<file path="config.mk">
export PLATFORM = sky130hd
export DESIGN_NAME = pbm_mgmt_regs
export DESIGN_NICKNAME = d
export VERILOG_FILES = /design/src/pbm_pkg.sv /design/src/pbm_mdio_slave.sv /design/src/pbm_mmd_regs.sv /design/src/pbm_mgmt_regs.sv
export SDC_FILE = /design/constraint.sdc
export NUM_CORES = 1
export LEC_CHECK = 0
export ABC_AREA = 1
export BUFFER_PORTS_ARGS = -buffer_cell sky130_fd_sc_hd__buf_4
export CORE_UTILIZATION = 55
export CTS_CLUSTER_DIAMETER = 30
export DETAILED_ROUTE_END_ITERATION = 10
export GPL_ROUTABILITY_DRIVEN = 0
export GPL_TIMING_DRIVEN = 0
export PLACE_DENSITY = 0.68
export SLEW_MARGIN = 20
export SYNTH_ARGS = -nofsm -noshare
export SYNTH_HDL_FRONTEND = slang
export SYNTH_HIERARCHICAL = 1
export SYNTH_SLANG_ARGS = --single-unit
</file>
<file path="constraint.sdc">
create_clock -name clk -period 2.1 [get_ports clk]
set_input_delay 0.105 -clock clk [delete_from_list [all_inputs] [get_ports clk]]
set_output_delay 0.105 -clock clk [all_outputs]
set_load 0.05 [all_outputs]
</file>
<file path="src/pbm_pkg.sv">
package pbm_pkg;

   // ****************************************
   // Direct register indexes
   // ****************************************
   localparam logic [4:0] REG_CTRL    = 5'h00;   // Basic control
   localparam logic [4:0] REG_STAT    = 5'h01;   // Basic status
   localparam logic [4:0] REG_MMD_CTL = 5'h0D;   // Indirect access control
   localparam logic [4:0] REG_MMD_DAT = 5'h0E;   // Indirect address / data
   localparam logic [4:0] REG_FUNC    = 5'h1C;   // Function control

   // ****************************************
   // Basic control bit positions
   // ****************************************
   localparam int B_RST  = 15;   // Software reset, self clearing
   localparam int B_LPBK = 14;   // Loopback
   localparam int B_SPD  = 13;   // Speed select
   localparam int B_ANEN = 12;   // Negotiation enable
   localparam int B_PD   = 11;   // Power down
   localparam int B_ISO  = 10;   // Isolate
   localparam int B_ANRS = 9;    // Restart negotiation, self clearing
   localparam int B_DPX  = 8;    // Duplex mode
   localparam int B_COLT = 7;    // Collision test

   // ****************************************
   // Reset values and write masks
   // ****************************************
   localparam logic [15:0] CTRL_RST_VAL  = 16'h0000;   // Straps fill in afterwards
   localparam logic [15:0] CTRL_WR_MASK  = 16'h7D80;   // Stored writable bits
   localparam logic [15:0] STAT_VAL      = 16'h7849;   // Fixed capability bits
   localparam int          STAT_B_ANC    = 5;          // Negotiation complete
   localparam int          STAT_B_LINK   = 2;          // Link status
   localparam logic [15:0] FUNC_RST_VAL  = 16'h0000;   // Function control reset
   localparam logic [15:0] FUNC_WR_MASK  = 16'h0002;   // Only loopback enable stored
   localparam int          FUNC_B_LPBK   = 1;          // Loopback enable in 1Ch

   // ****************************************
   // Indirect register space
   // ****************************************
   localparam logic [4:0]  DEV_RSV    = 5'h07;      // Reserved device
   localparam logic [4:0]  DEV_AFE    = 5'h1B;      // Front end device
   localparam logic [4:0]  DEV_SQI    = 5'h1C;      // Signal quality device
   localparam logic [15:0] MMD_A_AFE  = 16'h0000;   // Front-end control
   localparam logic [15:0] MMD_A_SQI  = 16'h00AC;   // Signal quality
   localparam logic [1:0]  MMD_FN_ADR = 2'h0;       // Function field: address
   localparam logic [1:0]  SEL_NONE   = 2'h0;       // No indirect register
   localparam logic [1:0]  SEL_AFE    = 2'h1;       // Front-end control hit
   localparam logic [1:0]  SEL_SQI    = 2'h2;       // Signal quality hit

   // ****************************************
   // Serial frame layout
   // ****************************************
   localparam logic [4:0] FR_HDR_CNT = 5'h0D;   // Header bits after the first
   localparam logic [4:0] FR_WR_CNT  = 5'h12;   // Turnaround plus data bits
   localparam logic [4:0] FR_RD_CNT  = 5'h10;   // Data bits driven on a read
   localparam logic [1:0] FR_ST      = 2'h1;    // Start pattern
   localparam logic [1:0] FR_OP_RD   = 2'h2;    // Read opcode
   localparam logic [1:0] FR_OP_WR   = 2'h1;    // Write opcode

   // ****************************************
   // Types
   // ****************************************
   typedef enum logic [4:0] {
      E_IDLE = 5'b00001,
      E_HDR  = 5'b00010,
      E_TA   = 5'b00100,
      E_RDAT = 5'b01000,
      E_WDAT = 5'b10000
   } pbm_eng_st_t;

   typedef struct packed {
      logic        wr;      // Write strobe
      logic        rd;      // Read strobe
      logic [4:0]  addr;    // Register index
      logic [15:0] wdata;   // Write data
   } pbm_req_t;

   typedef struct packed {
      pbm_eng_st_t st;
      logic        mdc_q;
      logic        prev1;
      logic        skip;
      logic [4:0]  cnt;
      logic [15:0] sh;
      pbm_req_t    req;
      logic        mdio_o;
      logic        mdio_oe;
   } pbm_eng_t;

   typedef struct packed {
      logic [15:0] ctl;
      logic [15:0] addr;
      logic [15:0] afe;
      logic [15:0] sqi;
   } pbm_mmd_t;

   typedef struct packed {
      logic        ld;
      logic [15:0] bcr;
      logic [15:0] func;
      logic [15:0] rdata;
      logic        lpbk;
      logic        spd;
      logic        dpx;
      logic        an;
      logic        pd;
      logic        iso;
      logic        anrs;
      logic        colt;
      logic        srst;
   } pbm_main_t;

endpackage

</file>
<file path="src/pbm_mdio_slave.sv">
`timescale 1ns/1ps
module pbm_mdio_slave #(
   parameter logic [4:0] PHY_ADDR = 5'h01
) (
   input  wire logic              clk,
   input  wire logic              nrst,
   input  wire logic              ce,
   input  wire logic              mdc,
   input  wire logic              mdio_i,
   input  wire logic [15:0]       rdata,
   output pbm_pkg::pbm_req_t      req,
   output logic                   mdio_o,
   output logic                   mdio_oe
);

   // ****************************************
   // State
   // ****************************************
   pbm_pkg::pbm_eng_t q;       // Registered state
   pbm_pkg::pbm_eng_t n;       // Next state
   logic [15:0]       hv;      // Shift value with new bit
   logic              rise;    // Sampled clock rising
   logic              hit;     // Frame for this address

   assign req     = q.req;
   assign mdio_o  = q.mdio_o;
   assign mdio_oe = q.mdio_oe;

   // Frame sequencer, sampling on management clock rise
   always_comb begin
      n        = q;
      n.req.wr = 1'b0;
      n.req.rd = 1'b0;
      n.mdc_q  = mdc;
      hv       = {q.sh[14:0], mdio_i};
      rise     = mdc && !q.mdc_q;
      hit      = (hv[13:12] == pbm_pkg::FR_ST) && (hv[9:5] == PHY_ADDR);
      if (rise) begin
         case (q.st)
            // Wait for start after idle ones
            pbm_pkg::E_IDLE: begin
               n.prev1 = mdio_i;
               if (q.prev1 && !mdio_i) begin
                  n.st  = pbm_pkg::E_HDR;
                  n.sh  = hv;
                  n.cnt = pbm_pkg::FR_HDR_CNT;
               end
            end
            // Opcode, address and register fields
            pbm_pkg::E_HDR: begin
               n.sh  = hv;
               n.cnt = q.cnt - 5'd1;
               if (q.cnt == 5'd1) begin
                  n.req.addr = hv[4:0];
                  if (hit && hv[11:10] == pbm_pkg::FR_OP_RD) begin
                     n.req.rd = 1'b1;
                     n.st     = pbm_pkg::E_TA;
                  end else begin
                     n.skip = !(hit && hv[11:10] == pbm_pkg::FR_OP_WR);
                     n.st   = pbm_pkg::E_WDAT;
                     n.cnt  = pbm_pkg::FR_WR_CNT;
                  end
               end
            end
            // Second turnaround bit driven low
            pbm_pkg::E_TA: begin
               n.mdio_oe = 1'b1;
               n.mdio_o  = 1'b0;
               n.sh      = rdata;
               n.cnt     = pbm_pkg::FR_RD_CNT;
               n.st      = pbm_pkg::E_RDAT;
            end
            // Read data out, most significant first
            pbm_pkg::E_RDAT: begin
               if (q.cnt == 5'd0) begin
                  n.mdio_oe = 1'b0;
                  n.prev1   = 1'b0;
                  n.st      = pbm_pkg::E_IDLE;
               end else begin
                  n.mdio_o = q.sh[15];
                  n.sh     = {q.sh[14:0], 1'b0};
                  n.cnt    = q.cnt - 5'd1;
               end
            end
            // Write data in, or skip a foreign frame
            pbm_pkg::E_WDAT: begin
               n.sh  = hv;
               n.cnt = q.cnt - 5'd1;
               if (q.cnt == 5'd1) begin
                  n.req.wr    = !q.skip;
                  n.req.wdata = hv;
                  n.prev1     = 1'b0;
                  n.st        = pbm_pkg::E_IDLE;
               end
            end
            default: begin
               n.st = pbm_pkg::E_IDLE;
            end
         endcase
      end
   end

   // State register
   always_ff @(posedge clk or negedge nrst) begin
      if (!nrst) begin
         q    <= '0;
         q.st <= pbm_pkg::E_IDLE;
      end else if (ce) begin
         q <= n;
      end
   end

endmodule

</file>
<file path="src/pbm_mmd_regs.sv">
`timescale 1ns/1ps
module pbm_mmd_regs (
   input  wire logic              clk,
   input  wire logic              nrst,
   input  wire logic              ce,
   input  wire logic              srst,
   input  wire pbm_pkg::pbm_req_t req,
   output logic [15:0]            ctl_o,
   output logic [15:0]            dat_o
);

   // ****************************************
   // State
   // ****************************************
   pbm_pkg::pbm_mmd_t q;      // Registered state
   pbm_pkg::pbm_mmd_t n;      // Next state
   logic              dmode;  // Data function selected

   // Indirect register decode
   function automatic logic [1:0] mmd_sel(input logic [4:0] dev, input logic [15:0] a);
      if (dev == pbm_pkg::DEV_AFE && a == pbm_pkg::MMD_A_AFE) begin
         mmd_sel = pbm_pkg::SEL_AFE;
      end else if (dev == pbm_pkg::DEV_SQI && a == pbm_pkg::MMD_A_SQI) begin
         mmd_sel = pbm_pkg::SEL_SQI;
      end else begin
         mmd_sel = pbm_pkg::SEL_NONE;
      end
   endfunction

   assign dmode = q.ctl[15:14] != pbm_pkg::MMD_FN_ADR;
   assign ctl_o = q.ctl;

   // Read data for the address/data register
   always_comb begin
      if (!dmode) begin
         dat_o = q.addr;
      end else begin
         case (mmd_sel(q.ctl[4:0], q.addr))
            pbm_pkg::SEL_AFE: dat_o = q.afe;
            pbm_pkg::SEL_SQI: dat_o = q.sqi;
            default:          dat_o = 16'h0000;
         endcase
      end
   end

   // Indirect access through control and data registers
   always_comb begin
      n = q;
      if (srst) begin
         n = '0;
      end else if (req.wr && req.addr == pbm_pkg::REG_MMD_CTL) begin
         n.ctl = req.wdata;
      end else if (req.wr && req.addr == pbm_pkg::REG_MMD_DAT) begin
         if (!dmode) begin
            n.addr = req.wdata;
         end else begin
            case (mmd_sel(q.ctl[4:0], q.addr))
               pbm_pkg::SEL_AFE: n.afe = req.wdata;
               pbm_pkg::SEL_SQI: n.sqi = req.wdata;
               default:          n.afe = q.afe;
            endcase
         end
      end
   end

   // State register
   always_ff @(posedge clk or negedge nrst) begin
      if (!nrst) begin
         q <= '0;
      end else if (ce) begin
         q <= n;
      end
   end
endmodule

</file>
<file path="src/pbm_mgmt_regs.sv">
`timescale 1ns/1ps
// Contract
// 32 direct registers, unused vendor ones read zero
// Decode front-end and signal quality indirect registers
// Indirect registers reached through Dh and Eh
// Bit 15 starts soft reset, reads zero
// Loopback needs bit 14 and function enable
// Bit 13 selects 100/10, ignored under negotiation
// Speed reset value from strap or one
// Bit 12 from strap; negotiation overrides speed/duplex
// Power down; first reset write only wakes
// Bit 10 isolates the media interface
// Bit 9 restarts negotiation, self clears
// Duplex resets to inverse of duplex strap; small package resets it to one
// Collision test bit 7; bits 6:0 zero
// Status reports T4 absent, 100 capable
// Read-only and reserved bits ignore writes
module pbm_mgmt_regs #(
   parameter logic [4:0] PHY_ADDR = 5'h01
) (
   input  wire logic clk,
   input  wire logic nrst,
   input  wire logic ce,
   input  wire logic mdc,
   input  wire logic mdio_i,
   output logic      mdio_o,
   output logic      mdio_oe,
   input  wire logic pkg_large,
   input  wire logic strap_speed,
   input  wire logic strap_duplex,
   input  wire logic negotiation_strap_pin,
   input  wire logic an_res_speed,
   input  wire logic an_res_duplex,
   input  wire logic an_done,
   input  wire logic link_up,
   output logic      loopback_on,
   output logic      speed_100,
   output logic      full_duplex,
   output logic      an_enable,
   output logic      power_down,
   output logic      isolate,
   output logic      an_restart,
   output logic      col_test,
   output logic      soft_reset
);

   // ****************************************
   // Declarations
   // ****************************************
   pbm_pkg::pbm_main_t q;         // Registered state
   pbm_pkg::pbm_main_t n;         // Next state
   pbm_pkg::pbm_req_t  req;       // Decoded frame request
   logic [15:0]        mmd_ctl;   // Indirect control readback
   logic [15:0]        mmd_dat;   // Indirect data readback
   logic [15:0]        stat_v;    // Live status word
   logic [15:0]        wd;        // Write data shorthand

   // ****************************************
   // Serial frame engine
   // ****************************************
   pbm_mdio_slave #(
      .PHY_ADDR (PHY_ADDR)
   ) u_eng (
      .clk     (clk),
      .nrst    (nrst),
      .ce      (ce),
      .mdc     (mdc),
      .mdio_i  (mdio_i),
      .rdata   (q.rdata),
      .req     (req),
      .mdio_o  (mdio_o),
      .mdio_oe (mdio_oe)
   );

   // ****************************************
   // Indirect register space
   // ****************************************
   pbm_mmd_regs u_mmd (
      .clk   (clk),
      .nrst  (nrst),
      .ce    (ce),
      .srst  (q.srst),
      .req   (req),
      .ctl_o (mmd_ctl),
      .dat_o (mmd_dat)
   );

   // Outputs straight from state flops
   assign loopback_on = q.lpbk;
   assign speed_100   = q.spd;
   assign full_duplex = q.dpx;
   assign an_enable   = q.an;
   assign power_down  = q.pd;
   assign isolate     = q.iso;
   assign an_restart  = q.anrs;
   assign col_test    = q.colt;
   assign soft_reset  = q.srst;
   assign wd          = req.wdata;

   // Live status word
   always_comb begin
      stat_v                       = pbm_pkg::STAT_VAL;
      stat_v[pbm_pkg::STAT_B_ANC]  = an_done;
      stat_v[pbm_pkg::STAT_B_LINK] = link_up;
   end

   // ****************************************
   // Register behaviour
   // ****************************************
   always_comb begin
      n      = q;
      n.anrs = 1'b0;
      n.srst = 1'b0;
      // Strap capture after hard or soft reset
      if (q.ld) begin
         n.ld                   = 1'b0;
         n.bcr[pbm_pkg::B_SPD]  = pkg_large ? strap_speed : 1'b1;
         n.bcr[pbm_pkg::B_DPX]  = pkg_large ? !strap_duplex : 1'b1;
         n.bcr[pbm_pkg::B_ANEN] = negotiation_strap_pin;
      end else if (req.wr) begin
         case (req.addr)
            // Basic control write
            pbm_pkg::REG_CTRL: begin
               if (wd[pbm_pkg::B_RST] && q.bcr[pbm_pkg::B_PD]) begin
                  n.bcr[pbm_pkg::B_PD] = 1'b0;
               end else if (wd[pbm_pkg::B_RST]) begin
                  n.bcr  = pbm_pkg::CTRL_RST_VAL;
                  n.func = pbm_pkg::FUNC_RST_VAL;
                  n.ld   = 1'b1;
                  n.srst = 1'b1;
               end else begin
                  n.bcr  = wd & pbm_pkg::CTRL_WR_MASK;
                  n.anrs = wd[pbm_pkg::B_ANRS];
               end
            end
            // Function control write
            pbm_pkg::REG_FUNC: begin
               n.func = wd & pbm_pkg::FUNC_WR_MASK;
            end
            // Status and unmapped writes ignored
            default: begin
               n.func = q.func;
            end
         endcase
      end
      // Read data capture
      if (req.rd) begin
         case (req.addr)
            pbm_pkg::REG_CTRL:    n.rdata = q.bcr;
            pbm_pkg::REG_STAT:    n.rdata = stat_v;
            pbm_pkg::REG_MMD_CTL: n.rdata = mmd_ctl;
            pbm_pkg::REG_MMD_DAT: n.rdata = mmd_dat;
            pbm_pkg::REG_FUNC:    n.rdata = q.func;
            default:              n.rdata = 16'h0000;
         endcase
      end
      // Effective controls
      n.lpbk = q.bcr[pbm_pkg::B_LPBK] & q.func[pbm_pkg::FUNC_B_LPBK];
      n.an   = q.bcr[pbm_pkg::B_ANEN];
      if (q.bcr[pbm_pkg::B_ANEN]) begin
         n.spd = an_res_speed;
         n.dpx = an_res_duplex;
      end else begin
         n.spd = q.bcr[pbm_pkg::B_SPD];
         n.dpx = q.bcr[pbm_pkg::B_DPX];
      end
      n.pd   = q.bcr[pbm_pkg::B_PD];
      n.iso  = q.bcr[pbm_pkg::B_ISO];
      n.colt = q.bcr[pbm_pkg::B_COLT];
   end

   // State register
   always_ff @(posedge clk or negedge nrst) begin
      if (!nrst) begin
         q    <= '0;
         q.ld <= 1'b1;
      end else if (ce) begin
         q <= n;
      end
   end
endmodule

</file>
After elaboration in Yosys (flattened, before gate mapping)
Index checks and enable logic that the tools add are counted.
{"block": "op_classes", "eq_ne": 31, "addsub": 1, "muxes": 65, "n_bitwise": 4, "reduce_logical": 47}
{"op": "16-bit two-way mux", "n": 8}
{"op": "21-bit one-hot mux with 5 select lines", "n": 1}
{"op": "48-bit two-way mux", "n": 2}
{"op": "16-bit one-hot mux with 5 select lines", "n": 1}
{"op": "64-bit two-way mux", "n": 1}
{"op": "16-bit one-hot mux with 2 select lines", "n": 2}
{"op": "21-bit two-way mux", "n": 2}
{"op": "33-bit two-way mux", "n": 1}
{"op": "32-bit two-way mux", "n": 1}
{"op": "5-bit two-way mux", "n": 6}
{"op": "5-bit AND reduction", "n": 6}
{"op": "4-bit AND reduction", "n": 7}
{"op": "27-bit two-way mux", "n": 1}
{"op": "25-bit two-way mux", "n": 1}
{"op": "5-bit one-hot mux with 5 select lines", "n": 1}
{"op": "6-bit two-way mux", "n": 4}
{"op": "1-bit two-way mux", "n": 21}
{"op": "5-bit by 1-bit == test with 1-bit output (second input constant)", "n": 4}
{"op": "5-bit == test (second input constant)", "n": 4}
{"op": "2-bit nonzero test", "n": 10}
{"op": "17-bit two-way mux", "n": 1}
{"op": "16-bit by 8-bit == test with 1-bit output (second input constant)", "n": 1}
{"op": "16-bit logical NOT", "n": 1}
{"op": "2-bit two-way mux", "n": 8}
{"op": "20 further kinds", "n": 53}
{"block": "totals", "output_inout_bits": 11, "regBits": 176, "wordCells": 179, "in_bits": 13}

Logic depth before layout (Yosys ltp)
Gate-level depths: netlist of run 1.
{"block": "depth", "depth_word": 14, "depth_mapped": 15, "depth_no_buf": 14}

Cells and area by module
The synthesis of run 1 kept the hierarchy.
{"module": "pbm_mmd_regs", "cells_each": 449, "area_per_inst_um2": 3382.0, "seq_area_each_um2": 1601.5, "n_inst": 1}
{"module": "pbm_mdio_slave", "cells_each": 352, "area_per_inst_um2": 2879.0, "seq_area_each_um2": 1352.5, "n_inst": 1}
{"module": "pbm_mgmt_regs", "cells_each": 268, "area_per_inst_um2": 1880.6, "seq_area_each_um2": 852.1, "n_inst": 1}

Least setup slack after synthesis of run 1
Ideal clock, no wire load.
{"block": "synth_timing", "path_kind": "register to register", "start": "register u_mmd/q[47] (netlist name)", "end": "register q[20] (netlist name)", "slack_ns": 0.461, "required_time_ns": 2.035, "setup_ns": 0.065, "n_path_buf": 1, "arrival_time_ns": 1.574, "stages_incl_launch_ff": 15, "synth_period_minus_slack_ns": 1.639, "cell_sequence": "dfrtp_1 > nor2_1 > nand2_1 > nor2_2 > clkbuf_1 > nand4_1 > nand2_1 > nand2_1 > nand2_1 > nand3_1 > nand2_1 > inv_1 > nand2_1 > nand2_1 > nand2_1"}
{"item": "start, declared", "line": "pbm_mmd_regs.sv:15", "rtl": "pbm_pkg::pbm_mmd_t q;"}
{"item": "start signal, assigned", "line": "pbm_mmd_regs.sv:71", "rtl": "q <= n;"}

==> results of run 1 <==
-- path summary, 6_finish.rpt --
kind	from	end	slack (ns)	cells after the start
min in group asynchronous	nrst	u_mmd/q[18]	0.22	2
setup / recovery	u_mmd/ctl_o[1]	q[14]	0.19	12
hold reg to reg	u_eng/q[46]	u_eng/req[22]	0.46	1
max in group asynchronous	nrst	q[57]	1.06	3
setup reg to reg	u_mmd/ctl_o[1]	q[14]	0.19	12
hold / removal	link_up	q[11]	0.02	5
-- where the power goes --
part / switching, mW / leakage (nW) / internal, mW
combinational: 1.22 / 2.68 / 0.650
clock: 1.15 / 0.273 / 1.80
sequential: 0.167 / 2.06 / 3.24
total: 2.54 / 5.01 / 5.69
-- layout make-up --
type                            instances  area [um2]  area share (%)
Sequential cell                       152        3810            41.0
Timing Repair Buffer                   35         310            3.35
Clock buffer                           23         468            5.04
Multi-Input combinational cell        748        3490            37.6
Inverter                               89         334            3.60
Tap cell                              184         230            2.48
Buffer                                 80         534            5.76
Clock inverter                          9         103            1.11
-- per-stage QoR --
stage                     hold WS (ns)  instance area (um2)  utilization (%)  total power [mW]
after floorplan                 -0.191                 8140                -              4.83
after global placement           0.349                 8540             59.0              5.28
after detailed placement        0.0827                 8580             59.3              5.30
after CTS                      0.00272                 9230             63.7              8.30
after global routing            0.0267                 9280             64.1              8.69
final                           0.0182                 9280             64.1              8.23
-- layer usage --
layer	vias up	track usage, %
met3	13	5.08
met2	123	45.7
met1	3120	37.2
met4	0	5.65
li1	3504	-
met5	-	0
-- flip-flops by register name, summed over array words and instances (netlist names) --
name / cells
an_enable: 1
u_eng/hv: 15
n: 4
u_eng/mdio_o: 1
u_eng/req: 23
full_duplex: 1
q: 21
u_eng/mdio_oe: 1
soft_reset: 1
u_mmd/q: 48
speed_100: 1
an_restart: 1
loopback_on: 1
col_test: 1
isolate: 1
u_eng/q: 14
power_down: 1
u_mmd/ctl_o: 16
-- placed cells by master, fill, tap and decap left out, types with 2 or more instances in the layout --
cell / synthesis / routed
o21ai_2: 16 / 16
clkbuf_8: 0 / 2
buf_4: 43 / 68
clkbuf_16: 0 / 17
clkinv_2: 0 / 4
inv_1: 83 / 83
buf_6: 4 / 4
nand3_2: 8 / 8
o22ai_1: 3 / 3
nor2_2: 10 / 6
o211ai_1: 3 / 3
xor2_1: 3 / 3
inv_2: 6 / 6
dlygate4sd3_1: 0 / 8
nand2_2: 3 / 3
nor3_4: 2 / 2
buf_2: 18 / 17
o21ai_0: 86 / 86
dfstp_2: 2 / 2
dfrtp_1: 150 / 150
nand2_4: 3 / 3
ha_1: 3 / 3
nand4_1: 41 / 41
nor2_1: 44 / 44
o21ai_1: 5 / 5
nand2_1: 423 / 423
nand3_1: 84 / 84
nor2_4: 5 / 9
clkinvlp_4: 0 / 3
bufinv_16: 0 / 2
clkbuf_1: 14 / 17
-- critical path, stage by stage (launching register included) --
cell and delay [ns]:
dfrtp_1 0.42, nor2_1 0.13, nand2_1 0.09, nor2_4 0.21, buf_2 0.26, nand4_1 0.12
nand2_1 0.10, nand2_1 0.06, nand2_1 0.09, nand3_1 0.09, nand3_1 0.10, nand2_1 0.10
nand2_1 0.08
-- cells by family (layout without fill, tap and decap cells) --
| group | Yosys count | after routing | synth area share (%) |
|---|---|---|---|
| AOI/OAI and AO/OA | 115 | 115 | 7.98 |
| xor gates and xnor gates | 3 | 3 | 0.323 |
| adders and majority gates | 3 | 3 | 0.461 |
| buffers and inverters | 169 | 236 | 10.6 |
| DFF | 152 | 152 | 46.7 |
| and+or+nand+nor | 627 | 627 | 33.9 |
-- what timing repair did --
item | CTS | global route
hold buffers | 8 | 0
setup endpoints to repair | 0 | 11
gates resized for setup | 0 | 7
endpoints found under the hold margin | 68 | 0
setup buffers | 0 | 3
==> results.rst, run 1 <==
.. list-table::
   :header-rows: 1

   * - Metric
     - Value
   * - Status
     - complete, no violations
   * - Highest fanout seen on the critical path
     - 10
   * - DRT antenna net count
     - 0
   * - Quantity of I/O buffers inserted on ports
     - 23
   * - Max-slew violation count
     - 0
   * - Full die area
     - 0.0153 mm2
   * - Final hold violation count
     - 0
   * - Final setup violation count
     - 0
   * - Post-detailed-route DRC marker count
     - 0
   * - Congestion Overflow GR
     - 0
   * - Crit Path Class
     - flip-flop to flip-flop
   * - Synth-to-Final Area Change
     - 13.9%
   * - Synth Net Count
     - 1,085
   * - CP Launch Type
     - flip-flop
   * - Placed Cells
     - 1,277
   * - Std-Cell Core Area
     - 0.0145 mm2
   * - First DRT Iteration DRCs
     - 419
   * - Total number of yosys warnings
     - 6
   * - Netlist Area Pre-Place
     - 0.00814 mm2
   * - Data arrival, critical path
     - 2.26 ns
   * - Number of buffers added by the clock tree synthesis step
     - 17
   * - Max transition margin
     - 66.0%
   * - Per-cell via count in the routed design
     - 5.12
   * - Routed wl met2
     - 9550 um
   * - Number of buffers on the longest clock path
     - 2
   * - Cell type with the highest aggregate area in the netlist
     - dfrtp_1
   * - Static Leak
     - 5.01 nW
   * - Total half-perimeter wirelength after legalization and detailed placement
     - 14,800 um
   * - Number of antenna diodes
     - 0
   * - CTS tree
     - built
   * - Router iterations before antenna repair
     - 7
   * - Synth Register Bits
     - 152
   * - Fillcell total
     - 1,301
   * - Commonest cells post-synth
     - nand2_1 (423), dfrtp_1 (150), o21ai_0 (86), nand3_1 (84), inv_1 (83)
   * - Clock-pin slew reported for the worst setup and hold paths after clock tree synthesis
     - 0.06 ns
   * - Total wire length after detailed routing
     - 19,700 um
   * - RSZ-0062 raised after global routing
     - no
   * - Sequential fraction of the synthesis area
     - 46.7%
   * - Final period util
     - 90.9%
   * - Setup Skew
     - 0.00889 ns
   * - Clock tree root buffer cell
     - clkbuf_16
   * - Global-route wire length before repair
     - 31,700 um
   * - I/O pin count
     - 24
   * - Cell with the most instances after synthesis
     - nand2_1
   * - Share of cells above drive strength 1
     - 15.8%
   * - Depth of the CTS H-tree
     - 4
   * - Proportion of synthesized flip-flops having asynchronous set or reset
     - 100%
   * - Largest net degree at the start of global routing
     - 92
   * - Min Tclk post-route
     - 1.91 ns
   * - Final Net Count
     - 1,139
   * - WP data required
     - 2.45 ns
   * - Netlist cell types
     - 32
   * - Ratio of total power to cell area
     - 888 mW/mm2
   * - Worst min-delay path class
     - input port to flip-flop
   * - Setup slack at placement
     - 0.0199 ns
   * - Synthesized area per cell
     - 7.62 um2
   * - Synth top area share
     - 46.1%
   * - Slew at the pin with the worst max-slew slack
     - 0.511 ns
   * - Met1 routed wirelength after detailed routing
     - 9190 um
   * - Main area contributors after synthesis
     - dfrtp_1 (46%), nand2_1 (20%), o21ai_0 (5.3%)
   * - Maxcap violations
     - 0
   * - Largest voltage drop on the vdd net
     - 0.807 mV
   * - Mapped Cells
     - 1,069
   * - Post-Layout Cell Count
     - 1,320
   * - Highest achievable clock rate
     - 0.524 GHz
   * - Post-synth EDFFs
     - 0
   * - Initial core utilization
     - 56.2%
   * - Die span in y
     - 124 um
   * - Topmost layer with routed signal wires
     - met4
   * - Vias in the first global route
     - 6,241
   * - Crit path capture type
     - flip-flop
   * - Number of antenna violations at the first check in global routing
     - 0
   * - Clock latency reported for the late side of the worst-skew pair
     - 0.42 ns
   * - Total track usage
     - 27.4%
   * - Final worst setup slack
     - 0.191 ns
   * - Setup total negative slack
     - 0 ns
   * - Detailed-routed wire length on met3
     - 727 um
   * - FP Rows
     - 44
   * - Number of vias in the routed layout
     - 6,760
   * - Main flop type after synthesis
     - dfrtp_1
   * - Num Clock Sinks
     - 152
   * - Horizontal die dimension
     - 124 um
   * - Wire per inst
     - 14.9 um
No activity file was read; power rests on OpenSTA's default activity.
==> inputs of run 2 (changes only) <==
==> constraint.sdc (replaced) <==
create_clock -name clk -period 1.9 [get_ports clk]
set_input_delay 0.095 -clock clk [delete_from_list [all_inputs] [get_ports clk]]
set_output_delay 0.095 -clock clk [all_outputs]
set_load 0.05 [all_outputs]
==> results.rst, run 2 (same netlist as run 1, synthesis figures left out) <==
.. list-table::
   :header-rows: 1

   * - Metric
     - Value
   * - Data arrival, critical path
     - 2.13 ns
   * - Sequential cell fraction of total power
     - 41.3%
   * - Critical Path Slowest Stage Cell
     - dfrtp_1
   * - Final hold violation count
     - 0
   * - Largest net degree at the start of global routing
     - 92
   * - Static Leak
     - 5.12 nW
   * - Largest voltage drop on the vdd net
     - 0.893 mV
   * - Most numerous cell on the critical path
     - nand2_1
   * - Slew at the pin with the worst max-slew slack
     - 0.520 ns
   * - Final core area utilization
     - 65.2%
   * - Crit Path Class
     - flip-flop to flip-flop
   * - Router iterations before antenna repair
     - 5
   * - Capture point of the worst reg-to-reg path
     - u_mmd/q[16]
   * - Final Net Count
     - 1,155
   * - Most used cells in the layout excluding fill and tap cells
     - nand2_1 (423), dfrtp_1 (150), o21ai_0 (86)
   * - Register-to-Register Setup Slack
     - 0.08 ns
   * - Congestion Overflow GR
     - 0
   * - WP data required
     - 2.21 ns
   * - Placed Cells
     - 1,277
   * - Logic depth of the worst path, buffers included
     - 11
   * - Crit path capture type
     - flip-flop
   * - Quantity of I/O buffers inserted on ports
     - 23
   * - FP Rows
     - 44
   * - Min Tclk post-route
     - 1.82 ns
   * - Number of buffers on the longest clock path
     - 2
   * - Maxcap violations
     - 0
   * - Stage delay of the slowest cell on the critical path
     - 0.40 ns
   * - Placed Area
     - 0.00858 mm2
   * - Highest fanout seen on the critical path
     - 10
   * - Total track usage
     - 27.4%
   * - Max transition margin
     - 65.4%
   * - Total wire length after detailed routing
     - 20,100 um
   * - Per-cell via count in the routed design
     - 5.14
   * - Global-route wire length before repair
     - 31,800 um
   * - Std-Cell Core Area
     - 0.0145 mm2
   * - Clock-pin slew reported for the worst setup and hold paths after clock tree synthesis
     - 0.06 ns
   * - Synth-to-Final Area Change
     - 16.0%
   * - Ratio of total power to cell area
     - 965 mW/mm2
   * - Sum of buffers and inverters on the critical path
     - 3
   * - Non-Filler Cell Area, Final
     - 0.00945 mm2
   * - Wire per inst
     - 15.1 um
   * - Worst Setup EP
     - u_mmd/q[16]
   * - Number of buffers added by the clock tree synthesis step
     - 17
   * - Switch Pwr
     - 2.82 mW
   * - Sw Ratio
     - 31.0%
   * - Post-Layout Cell Count
     - 1,336
   * - Leading cell type in the layout, fill and taps excluded
     - nand2_1
   * - Count of cells along the worst hold path
     - 6
   * - Worst-case reg-to-reg path depth
     - 11
   * - Timing startpoint of the critical path
     - u_mmd/q[32]
   * - I/O pin count
     - 24
   * - Reg-to-reg startpoint
     - u_mmd/q[32]
   * - Flip-flop count of the largest register, all copies and words added
     - 48
   * - Full die area
     - 0.0153 mm2
   * - CTS tree
     - built
   * - Power after layout
     - 9.12 mW
   * - Worst min-delay path class
     - input port to flip-flop
   * - Relative contribution of the clock network to total power
     - 35.9%
   * - Final setup violation count
     - 0
   * - Fillcell total
     - 1,279
   * - Depth of the CTS H-tree
     - 4
   * - CP Launch Type
     - flip-flop
   * - Setup Skew
     - 0.00770 ns
   * - Horizontal die dimension
     - 124 um
   * - Final period util
     - 95.9%
   * - Share of cells above drive strength 1
     - 17.6%
   * - Die span in y
     - 124 um
   * - Clock tree root buffer cell
     - clkbuf_16
   * - Clock latency reported for the late side of the worst-skew pair
     - 0.42 ns
   * - DRT antenna net count
     - 0
   * - Post-detailed-route DRC marker count
     - 0
   * - Largest register by flop count
     - u_mmd/q
   * - Status
     - complete, no violations
   * - Cell type group with the largest total delay on the critical path
     - simple AND/OR/NAND/NOR gates
   * - Number of vias in the routed layout
     - 6,873
   * - Vias in the first global route
     - 6,259
   * - Total half-perimeter wirelength after legalization and detailed placement
     - 14,800 um
   * - Critical-path cell list
     - nor2_2 -> nand2_1 -> nor2_4 -> buf_4 -> buf_4 -> nand3_2 -> nand2_4 -> nand2_4 -> buf_6 -> nand2_1 -> nand2_1
   * - Number of antenna violations at the first check in global routing
     - 0
   * - Setup total negative slack
     - 0 ns
   * - Cell internal pwr
     - 6.30 mW
   * - Num Clock Sinks
     - 152
   * - Initial core utilization
     - 56.2%
   * - Max-slew violation count
     - 0
   * - Number of antenna diodes
     - 0
   * - First DRT Iteration DRCs
     - 467
   * - Highest achievable clock rate
     - 0.549 GHz
   * - Part of the power in combinational logic
     - 22.8%
[run 2: layout make-up]
type | instances | area (um2) | area share (%)
Multi-Input combinational cell | 748 | 3500 | 37.1
Clock buffer | 23 | 468 | 4.95
Timing Repair Buffer | 51 | 433 | 4.58
Sequential cell | 152 | 3810 | 40.3
Inverter | 89 | 334 | 3.54
Buffer | 80 | 572 | 6.05
Tap cell | 184 | 230 | 2.44
Clock inverter | 9 | 103 | 1.09
[run 2: stage by stage]
step	hold slack, ns	worst slack (ns)
3_5_place_dp	0.0727	-0.180
6_report	0.0445	0.0779
3_3_place_gp	0.339	-0.149
2_1_floorplan	-0.201	0.261
5_1_grt	0.0778	-0.0277
4_1_cts	0.0257	0.00834
[run 2: power by group through the flow]
stage               clock (mW)  combinational [mW]  sequential [mW]
CTS                       3.33                2.08             3.76
global route              3.46                2.36             3.80
detailed placement           0                2.05             3.82
floorplan                    0                1.54             3.80
finish                    3.27                2.08             3.76
global placement             0                2.02             3.81
[run 2: what timing repair did]
action                                 4_1_cts  5_1_grt
gates resized for setup                      4       36
buffers inserted                             1       14
gates cloned                                 0        2
hold buffers                                10        0
setup endpoints to repair                   13       56
endpoints found under the hold margin       70        0
pin swaps                                    1        6
[run 2: per-layer routing]
layer	track usage, %	share of wire, %	vias up
li1	-	-	3534
met1	37.2	46	3176
met2	45.8	49	143
met3	5.13	4.2	20
met4	5.72	1.1	0
met5	0	0	-
[run 2: worst min path at each step]
stage | from | endpoint | slack (ns)
2_1_floorplan | nrst | an_enable | -0.20
4_1_cts | strap_duplex | q[49] | 0.03
3_3_place_gp | mdc | u_eng/q[48] | 0.34
5_1_grt | pkg_large | q[49] | 0.08
3_5_place_dp | nrst | u_mmd/q[18] | 0.07
6_report | strap_duplex | q[49] | 0.04
[run 2: worst register-to-register path: stages, from the launching register on]
cell and delay (ns):
dfrtp_1 0.40, nor2_2 0.12, nand2_1 0.09, nor2_4 0.23, buf_4 0.16, buf_4 0.10
nand3_2 0.11, nand2_4 0.13, nand2_4 0.10, buf_6 0.17, nand2_1 0.07, nand2_1 0.04
